[config.mk]
export PLATFORM = sky130hd
export DESIGN_NAME = iois_top
export DESIGN_NICKNAME = d
export VERILOG_FILES = /design/src/rtl/iois_pkg.sv /design/src/rtl/iois_input_cond.sv /design/src/rtl/iois_top.sv
export VERILOG_INCLUDE_DIRS = /design/src /design/src/rtl
export SDC_FILE = /design/constraint.sdc
export NUM_CORES = 1
export LEC_CHECK = 0
export ABC_AREA = 1
export BUFFER_PORTS_ARGS = -buffer_cell sky130_fd_sc_hd__buf_2
export CORE_ASPECT_RATIO = 1.2
export CORE_MARGIN = 2
export CORE_UTILIZATION = 53
export CTS_BUF_LIST = sky130_fd_sc_hd__clkbuf_4 sky130_fd_sc_hd__clkbuf_8
export CTS_CLUSTER_DIAMETER = 50
export DETAILED_ROUTE_END_ITERATION = 16
export PLACE_DENSITY = 0.75
export SYNTH_ARGS = -nofsm -noshare
export SYNTH_HDL_FRONTEND = slang
export SYNTH_SLANG_ARGS = --single-unit
[constraint.sdc]
create_clock -name aclk -period 2.2 [get_ports aclk]
set_input_delay 0.55 -clock aclk [delete_from_list [all_inputs] [get_ports aclk]]
set_output_delay 0.55 -clock aclk [all_outputs]
set_load 0.05 [all_outputs]
[src/rtl/iois_params.svh]
`ifndef IOIS_PARAMS_SVH
`define IOIS_PARAMS_SVH

// ************************************************************
// Register map, byte addresses on the AXI4-Lite slave
// ************************************************************
`define IOIS_ADDR_W            8
`define IOIS_OFF_MASK          8'h00
`define IOIS_OFF_SEL           8'h04
`define IOIS_OFF_LVL           8'h08
`define IOIS_OFF_STO           8'h0C
`define IOIS_OFF_STAT          8'h10
`define IOIS_OFF_LINES         8'h14
`define IOIS_OFF_CTRL          8'h18

// ************************************************************
// Reset values
// ************************************************************
`define IOIS_RST_MASK          32'h0000_0000
`define IOIS_RST_SEL           32'h0000_0000
`define IOIS_RST_LVL           32'h0000_0000
`define IOIS_RST_STO           32'h0000_0000

// ************************************************************
// Field positions
// ************************************************************
`define IOIS_LINE_MASK         32'h0000_03FF
`define IOIS_OUT_INV0_BIT      0
`define IOIS_OUT_INV1_BIT      1
`define IOIS_STAT_REFUSED_BIT  0
`define IOIS_STAT_SIMACT_BIT   1
`define IOIS_CTRL_SAVE_BIT     0
`define IOIS_CTRL_RESTORE_BIT  1

// ************************************************************
// Bus responses
// ************************************************************
`define IOIS_RESP_OKAY         2'h0
`define IOIS_RESP_SLVERR       2'h2

`endif

[src/rtl/iois_pkg.sv]
package iois_pkg;

  typedef logic [31:0] iois_word_t;
  typedef logic [9:0]  iois_lines_t;
  typedef logic [1:0]  iois_outs_t;
  typedef logic [1:0]  iois_resp_t;

  typedef enum logic [2:0] {
    iois_reg_mask,
    iois_reg_sel,
    iois_reg_lvl,
    iois_reg_sto,
    iois_reg_stat,
    iois_reg_lines,
    iois_reg_ctrl,
    iois_reg_none
  } iois_reg_e;

endpackage : iois_pkg

[src/rtl/iois_input_cond.sv]
`timescale 1ns/1ps
module iois_input_cond
  import iois_pkg::*;
(
  input  wire logic        aclk,
  input  wire logic        aresetn,
  input  wire iois_lines_t terminal_level,
  input  wire iois_lines_t sim_select,
  input  wire iois_lines_t sim_level,
  input  wire iois_lines_t sto_source,
  output logic [9:0]       input_line
);

  // ************************************************************
  // Per-line source selection
  // ************************************************************
  // Safe torque off lines are forced to terminal here as well, so a
  // stale select bit can never reach the safety path
  for (genvar i = 0; i < 10; i++) begin : g_line
    always_ff @(posedge aclk) begin
      if (!aresetn) begin
        input_line[i] <= 1'b0;
      end else if (sim_select[i] && !sto_source[i]) begin // [RQ3] [RQ5]
        input_line[i] <= sim_level[i]; // [RQ4]
      end else begin
        input_line[i] <= terminal_level[i]; // [RQ3]
      end
    end

  end
endmodule : iois_input_cond

[src/rtl/iois_top.sv]
// Contract
// [RQ1] Mask bit 0 inverts output line one
// [RQ2] Mask bit 1 inverts output line two
// [RQ3] Select bits 0-9 pick terminal or simulation
// [RQ4] Simulated line shows matching level register bit
// [RQ5] Simulation refused on safe torque off lines
// [RQ6] Simulation registers excluded from save and restore; a restore still clears select bits 0-9 on the restored safety source lines
// [RQ7] Writes act at once in any drive state
// [RQ8] Upper bits stored but drive nothing
`timescale 1ns/1ps
`include "iois_params.svh"
module iois_top
  import iois_pkg::*;
(
  input  wire logic                    aclk,
  input  wire logic                    aresetn,
  input  wire logic [`IOIS_ADDR_W-1:0] awaddr,
  input  wire logic                    awvalid,
  output logic                         awready,
  input  wire logic [31:0]             wdata,
  input  wire logic [3:0]              wstrb,
  input  wire logic                    wvalid,
  output logic                         wready,
  output logic [1:0]                   bresp,
  output logic                         bvalid,
  input  wire logic                    bready,
  input  wire logic [`IOIS_ADDR_W-1:0] araddr,
  input  wire logic                    arvalid,
  output logic                         arready,
  output logic [31:0]                  rdata,
  output logic [1:0]                   rresp,
  output logic                         rvalid,
  input  wire logic                    rready,
  input  wire iois_lines_t             terminal_level,
  input  wire iois_outs_t              internal_out,
  output wire iois_lines_t             input_line,
  output logic [1:0]                   output_line
);

  // ************************************************************
  // Decoding and byte-lane helpers
  // ************************************************************
  function automatic iois_reg_e decode_addr(input logic [`IOIS_ADDR_W-1:0] a);
    if (a == `IOIS_OFF_MASK) begin
      return iois_reg_mask;
    end else if (a == `IOIS_OFF_SEL) begin
      return iois_reg_sel;
    end else if (a == `IOIS_OFF_LVL) begin
      return iois_reg_lvl;
    end else if (a == `IOIS_OFF_STO) begin
      return iois_reg_sto;
    end else if (a == `IOIS_OFF_STAT) begin
      return iois_reg_stat;
    end else if (a == `IOIS_OFF_LINES) begin
      return iois_reg_lines;
    end else if (a == `IOIS_OFF_CTRL) begin
      return iois_reg_ctrl;
    end else begin
      return iois_reg_none;
    end
  endfunction : decode_addr

  function automatic iois_word_t merge_strb(input iois_word_t old_v, input iois_word_t new_v,
                                            input logic [3:0] strb);
    iois_word_t res;
    res = old_v;
    for (int b = 0; b < 4; b++) begin
      if (strb[b]) begin
        res[8*b +: 8] = new_v[8*b +: 8];
      end
    end
    return res;
  endfunction : merge_strb

  // ************************************************************
  // Storage
  // ************************************************************
  iois_word_t  output_polarity_mask;
  iois_word_t  input_simulation_select;
  iois_word_t  input_simulation_level;
  iois_word_t  safe_torque_off_source;
  iois_word_t  saved_mask;
  iois_word_t  saved_sto;
  logic        refused;
  logic [`IOIS_ADDR_W-1:0] wr_addr;
  iois_word_t  wr_data;
  logic [3:0]  wr_strb;
  logic        wr_fire;
  iois_reg_e   wr_idx;
  iois_reg_e   rd_idx;
  iois_word_t  new_mask;
  iois_word_t  new_sel;
  iois_word_t  new_lvl;
  iois_word_t  new_sto;
  iois_word_t  sto_guard;
  logic        save_fire;
  logic        restore_fire;
  logic        sel_refused;

  // Both halves of a write are parked; commit waits for both and an idle response channel
  assign wr_fire      = !awready && !wready && !bvalid;
  assign wr_idx       = decode_addr(wr_addr);
  assign rd_idx       = decode_addr(araddr);
  assign new_mask     = merge_strb(output_polarity_mask, wr_data, wr_strb);
  assign new_sel      = merge_strb(input_simulation_select, wr_data, wr_strb);
  assign new_lvl      = merge_strb(input_simulation_level, wr_data, wr_strb);
  assign new_sto      = merge_strb(safe_torque_off_source, wr_data, wr_strb);
  assign sto_guard    = safe_torque_off_source & `IOIS_LINE_MASK;
  assign save_fire    = wr_fire && wr_idx == iois_reg_ctrl && wr_strb[0] && wr_data[`IOIS_CTRL_SAVE_BIT];
  assign restore_fire = wr_fire && wr_idx == iois_reg_ctrl && wr_strb[0] && wr_data[`IOIS_CTRL_RESTORE_BIT];
  assign sel_refused  = wr_fire && wr_idx == iois_reg_sel && |(new_sel & sto_guard);

  // ************************************************************
  // AXI4-Lite write channels
  // ************************************************************
  always_ff @(posedge aclk) begin
    if (!aresetn) begin
      awready <= 1'b1;
      wr_addr <= '0;
    end else if (awvalid && awready) begin
      awready <= 1'b0;
      wr_addr <= awaddr;
    end else if (bvalid && bready) begin
      awready <= 1'b1;
    end
  end

  always_ff @(posedge aclk) begin
    if (!aresetn) begin
      wready  <= 1'b1;
      wr_data <= '0;
      wr_strb <= 4'h0;
    end else if (wvalid && wready) begin
      wready  <= 1'b0;
      wr_data <= wdata;
      wr_strb <= wstrb;
    end else if (bvalid && bready) begin
      wready  <= 1'b1;
    end
  end

  always_ff @(posedge aclk) begin
    if (!aresetn) begin
      bvalid <= 1'b0;
      bresp  <= `IOIS_RESP_OKAY;
    end else if (wr_fire) begin
      bvalid <= 1'b1;
      bresp  <= (wr_idx == iois_reg_none) ? `IOIS_RESP_SLVERR : `IOIS_RESP_OKAY;
    end else if (bready) begin
      bvalid <= 1'b0;
    end
  end

  // ************************************************************
  // Registers written by software
  // ************************************************************
  // No drive-state qualifier anywhere: run or ready, a write lands at once
  always_ff @(posedge aclk) begin
    if (!aresetn) begin
      output_polarity_mask <= `IOIS_RST_MASK;
    end else if (wr_fire && wr_idx == iois_reg_mask) begin // [RQ7]
      output_polarity_mask <= new_mask; // [RQ8]
    end else if (restore_fire) begin
      output_polarity_mask <= saved_mask;
    end
  end

  // Refused bits are dropped on write and whenever a line becomes a safety source
  always_ff @(posedge aclk) begin
    if (!aresetn) begin
      input_simulation_select <= `IOIS_RST_SEL;
    end else if (wr_fire && wr_idx == iois_reg_sel) begin // [RQ7]
      input_simulation_select <= new_sel & ~sto_guard; // [RQ5] [RQ8]
    end else if (wr_fire && wr_idx == iois_reg_sto) begin
      input_simulation_select <= input_simulation_select & ~(new_sto & `IOIS_LINE_MASK); // [RQ5]
    end else if (restore_fire) begin
      input_simulation_select <= input_simulation_select & ~(saved_sto & `IOIS_LINE_MASK); // [RQ5]
    end
  end

  always_ff @(posedge aclk) begin
    if (!aresetn) begin
      input_simulation_level <= `IOIS_RST_LVL;
    end else if (wr_fire && wr_idx == iois_reg_lvl) begin // [RQ7]
      input_simulation_level <= new_lvl; // [RQ8]
    end
  end

  always_ff @(posedge aclk) begin
    if (!aresetn) begin
      safe_torque_off_source <= `IOIS_RST_STO;
    end else if (wr_fire && wr_idx == iois_reg_sto) begin
      safe_torque_off_source <= new_sto;
    end else if (restore_fire) begin
      safe_torque_off_source <= saved_sto;
    end
  end

  // Backup image holds polarity and safety source only, never the simulation pair
  always_ff @(posedge aclk) begin
    if (!aresetn) begin
      saved_mask <= `IOIS_RST_MASK;
      saved_sto  <= `IOIS_RST_STO;
    end else if (save_fire) begin // [RQ6]
      saved_mask <= output_polarity_mask;
      saved_sto  <= safe_torque_off_source;
    end
  end

  // Sticky refusal flag; a new refusal beats a write-one clear in the same cycle
  always_ff @(posedge aclk) begin
    if (!aresetn) begin
      refused <= 1'b0;
    end else if (sel_refused) begin // [RQ5]
      refused <= 1'b1;
    end else if (wr_fire && wr_idx == iois_reg_stat && wr_strb[0] && wr_data[`IOIS_STAT_REFUSED_BIT]) begin
      refused <= 1'b0;
    end
  end

  // ************************************************************
  // AXI4-Lite read channel
  // ************************************************************
  always_ff @(posedge aclk) begin
    if (!aresetn) begin
      arready <= 1'b1;
      rvalid  <= 1'b0;
      rdata   <= '0;
      rresp   <= `IOIS_RESP_OKAY;
    end else if (arvalid && arready) begin
      arready <= 1'b0;
      rvalid  <= 1'b1;
      rresp   <= `IOIS_RESP_OKAY;
      rdata   <= '0;
      case (rd_idx)
        iois_reg_mask:  rdata <= output_polarity_mask;
        iois_reg_sel:   rdata <= input_simulation_select;
        iois_reg_lvl:   rdata <= input_simulation_level;
        iois_reg_sto:   rdata <= safe_torque_off_source;
        iois_reg_stat:  rdata <= {30'h0000_0000, |(input_simulation_select & `IOIS_LINE_MASK), refused};
        iois_reg_lines: rdata <= {22'h00_0000, input_line};
        iois_reg_ctrl:  rdata <= '0;
        default:        rresp <= `IOIS_RESP_SLVERR;
      endcase
    end else if (rvalid && rready) begin
      arready <= 1'b1;
      rvalid  <= 1'b0;
    end
  end

  // ************************************************************
  // Line conditioning
  // ************************************************************
  // Outputs are registered, so an inversion shows one clock after the mask changes
  always_ff @(posedge aclk) begin
    if (!aresetn) begin
      output_line <= 2'h0;
    end else begin
      output_line[0] <= internal_out[0] ^ output_polarity_mask[`IOIS_OUT_INV0_BIT]; // [RQ1]
      output_line[1] <= internal_out[1] ^ output_polarity_mask[`IOIS_OUT_INV1_BIT]; // [RQ2]
    end
  end

  iois_input_cond u_input_cond (
    .aclk           (aclk),
    .aresetn        (aresetn),
    .terminal_level (terminal_level),
    .sim_select     (input_simulation_select[9:0]),
    .sim_level      (input_simulation_level[9:0]),
    .sto_source     (safe_torque_off_source[9:0]),
    .input_line     (input_line)
  );
endmodule : iois_top

==> results.yml <==
status:
  status: "finished, final reports clean"
floorplan:
  rows: 62
  initial_core_util_pct: 53.82
  die_h_um: 174.6
  dieWidth_um: 146.2
  die_area_um2: 25530
  core_area_um2: 23890
  ios: 124
final_layout:
  num_antenna_cells: 0
  nNetsFinal: 2026
  final_layout_size_suffix_gt1_share_pct: 14.76
  stdcell_count: 2305
  area_growth_pct: 16.46
sta:
  fin_setup_tns_ns: 0
  finalCriticalPeriod_ns: 2.021
  slew_violations: 0
  fmax_mhz: 494.7
  rsz0062_at_grt: "no"
  setup_viol: 0
  clock_skew_ns: 0.03049
  fin_ws_ns: 0.1787
  max_slew_margin_pct: 64.78
  hold_viol_final: 0
  hold_slack_ns: 0.2150
  tightest_slew_ns: 0.5283
  period_share_pct: 91.88
power:
  vdd_ir_drop_max_mv: 0.3889
  leakagePower_nw: 5.866
  p_per_area_nw_per_um2: 741.2
  fin_total_pwr_mw: 11.10
setup_path:
  worstSetupPathType: "register to register"
  cp-end-kind: "register"
  cp_max_fo: 12
  cpMaxStageDelayCell: "dfxtp_1"
  cp_slowest_stage_delay_ns: 0.38
  crit_chain: "nor2_1 > nand2_1 > inv_1 > nand3_1 > clkinv_1 > buf_12 > nand2_1 > nand2_1 > a21oi_1"
  required_ns: 2.68
  worst_path_most_repeated_cell: "nand2_1"
  start_kind: "register"
  arrival_ns: 2.50
yosys:
  ys_seq_area_share_pct: 44.84
  synth_top_area_share_pct: 44.84
  synth_async_sr_flop_share_pct: 0
  mappedNetlistArea_um2: 12860
  synth_edf_count: 0
  postSynthAreaPerCell_um2: 6.954
  yosysWarnings: 0
  synthCells: 1849
  synthFlopType: "dfxtp_1"
  synth_top_area_cell: "dfxtp_1"
  synth.area.top_cells: "dfxtp_1, nand2_1, a21oi_1, nand3_1, o21ai_0"
  ys_types: 28
  synth_seq_cells: 288
placement:
  gp_congestion: 0.9215
  io_buffer_count: 121
  dpl.cell_count: 2227
  dpl.hpwl_mm: 26.23
  dp_slack_ns: 0.2031
cts:
  clock_latency_ns: 0.57
  clock_path_buffers: 3
  cts_tree: "done"
  cts-root-buf: "clkbuf_8"
  cts_buffers: 46
  cts_hold_buffers: 0
  cts.clk_slew.worst_paths_ns: 0.06
  clock_sinks: 288
  htreeDepth: 2
global_routing:
  grt_pass1_wl_mm: 64.31
  grt_max_degree: 73
  antenna_found_initial: 0
  overflow: 0
  grt_pass1_vias: 12530
  track_usage_pct: 30.86
route:
  finalWirelength_mm: 40.67
  ant_nets: 0
  dr.pass1.iters: 6
  wl_per_cell_um: 17.64
  drc: 0
  via_count: 13520
  via_per_inst: 5.867
  first_iter_violations: 1412
min_path:
  hold_class: "input port to register"
flow_run:
  maxCapViolCount: 0
-- layer usage --
layer  wire, um  GRT usage, %  part of all wire [%]  vias to the layer above
li1           -             -                     -                     6428
met1      16570         39.23                    41                     6330
met2      19560         52.42                    48                      650
met3       3073         4.413                   7.6                      116
met4       1460         13.47                   3.6                        0
met5          0             0                     0                        -
-- repair_timing --
item / CTS / global route
gates resized for setup: 0 / 1
setup endpoints to repair: 0 / 1
setup buffers: 0 / 0
-- placed cells by master, fill, tap and decap left out, types with 12 or more instances in the layout --
master	instances
buf_12	13
dfxtp_1	286
clkbuf_8	65
nand3_1	185
o21ai_1	39
nand4_1	88
nor2_1	72
buf_2	121
buf_4	54
nand2_1	502
a21oi_1	256
o21ai_0	138
nand2_2	12
inv_1	100
-- flip-flops by register name, summed over array words and instances, names as in the netlist, 10 cells and up --
| signal | flops |
|---|---|
| safe_torque_off_source | 32 |
| wr_data | 32 |
| output_polarity_mask | 32 |
| u_input_cond.input_line | 10 |
| saved_sto | 32 |
| saved_mask | 32 |
| rdata | 32 |
| input_simulation_select | 32 |
| input_simulation_level | 32 |
-- critical path: cells and delay by family, from the launching register on --
| kind | cells | cell delay, ns |
|---|---|---|
| flip-flops | 1 | 0.38 |
| AND/OR/NAND/NOR | 5 | 0.75 |
| buffers and inverters | 3 | 0.65 |
| AO/OA/AOI/OAI | 1 | 0.13 |
-- Yosys cell counts, types with 3 or more instances --
cell	number
nand4_1	88
dfxtp_1	288
clkinv_1	3
nor3b_1	8
nand2_2	10
buf_6	4
a311oi_1	3
nor2_1	75
buf_1	4
nor3_1	5
nand3_1	186
a21oi_1	256
nor3_4	3
buf_4	8
buf_2	23
clkbuf_1	92
inv_1	100
nand2_1	504
o21ai_1	39
o21ai_0	138
-- final cells by class --
| class | instances | area, um^2 |
|---|---|---|
| inverter | 105 | 404.1 |
| multi-input combinational | 1326 | 6147 |
| timing repair buffer | 188 | 1271 |
| sequential | 288 | 5768 |
| fill | 2207 | 8917 |
| clock buffer | 75 | 969.7 |
| clock inverter | 3 | 15.01 |
| tap | 320 | 400.4 |
-- cell families after synthesis --
family	after synthesis	share of synthesized area [%]
simple gates	884	30.24
buf+inv	236	7.599
flops	288	44.84
xor+xnor	2	0.1363
other cells	1	0.02916
compound gates	438	17.15
-- report_power, final --
group / leakage [nW] / switching (mW) / total [mW] / internal (mW)
clock: 0.525 / 2.12 / 4.89 / 2.76
combinational: 3.01 / 0.596 / 0.803 / 0.207
sequential: 2.34 / 0.101 / 5.41 / 5.31
-- final timing paths --
path / slack (ns) / from / depth (start not counted) / to
setup / recovery: 0.18 / wr_addr[4] / 9 / input_simulation_select[17]
hold / removal: 0.21 / internal_out[0] / 3 / output_line[0]
setup reg to reg: 0.18 / wr_addr[4] / 9 / input_simulation_select[17]
hold reg to reg: 0.46 / wr_data[6] / 2 / input_simulation_level[6]
-- metrics by stage --
stage          instance area [um^2]  util (%)
2_1_floorplan                 12860         -
3_3_place_gp                  13990     58.55
3_5_place_dp                  13990     58.55
4_1_cts                       14970     62.67
5_1_grt                       14980     62.68
6_report                      14980     62.68
Note: power is estimated with default switching activity, not from simulation.
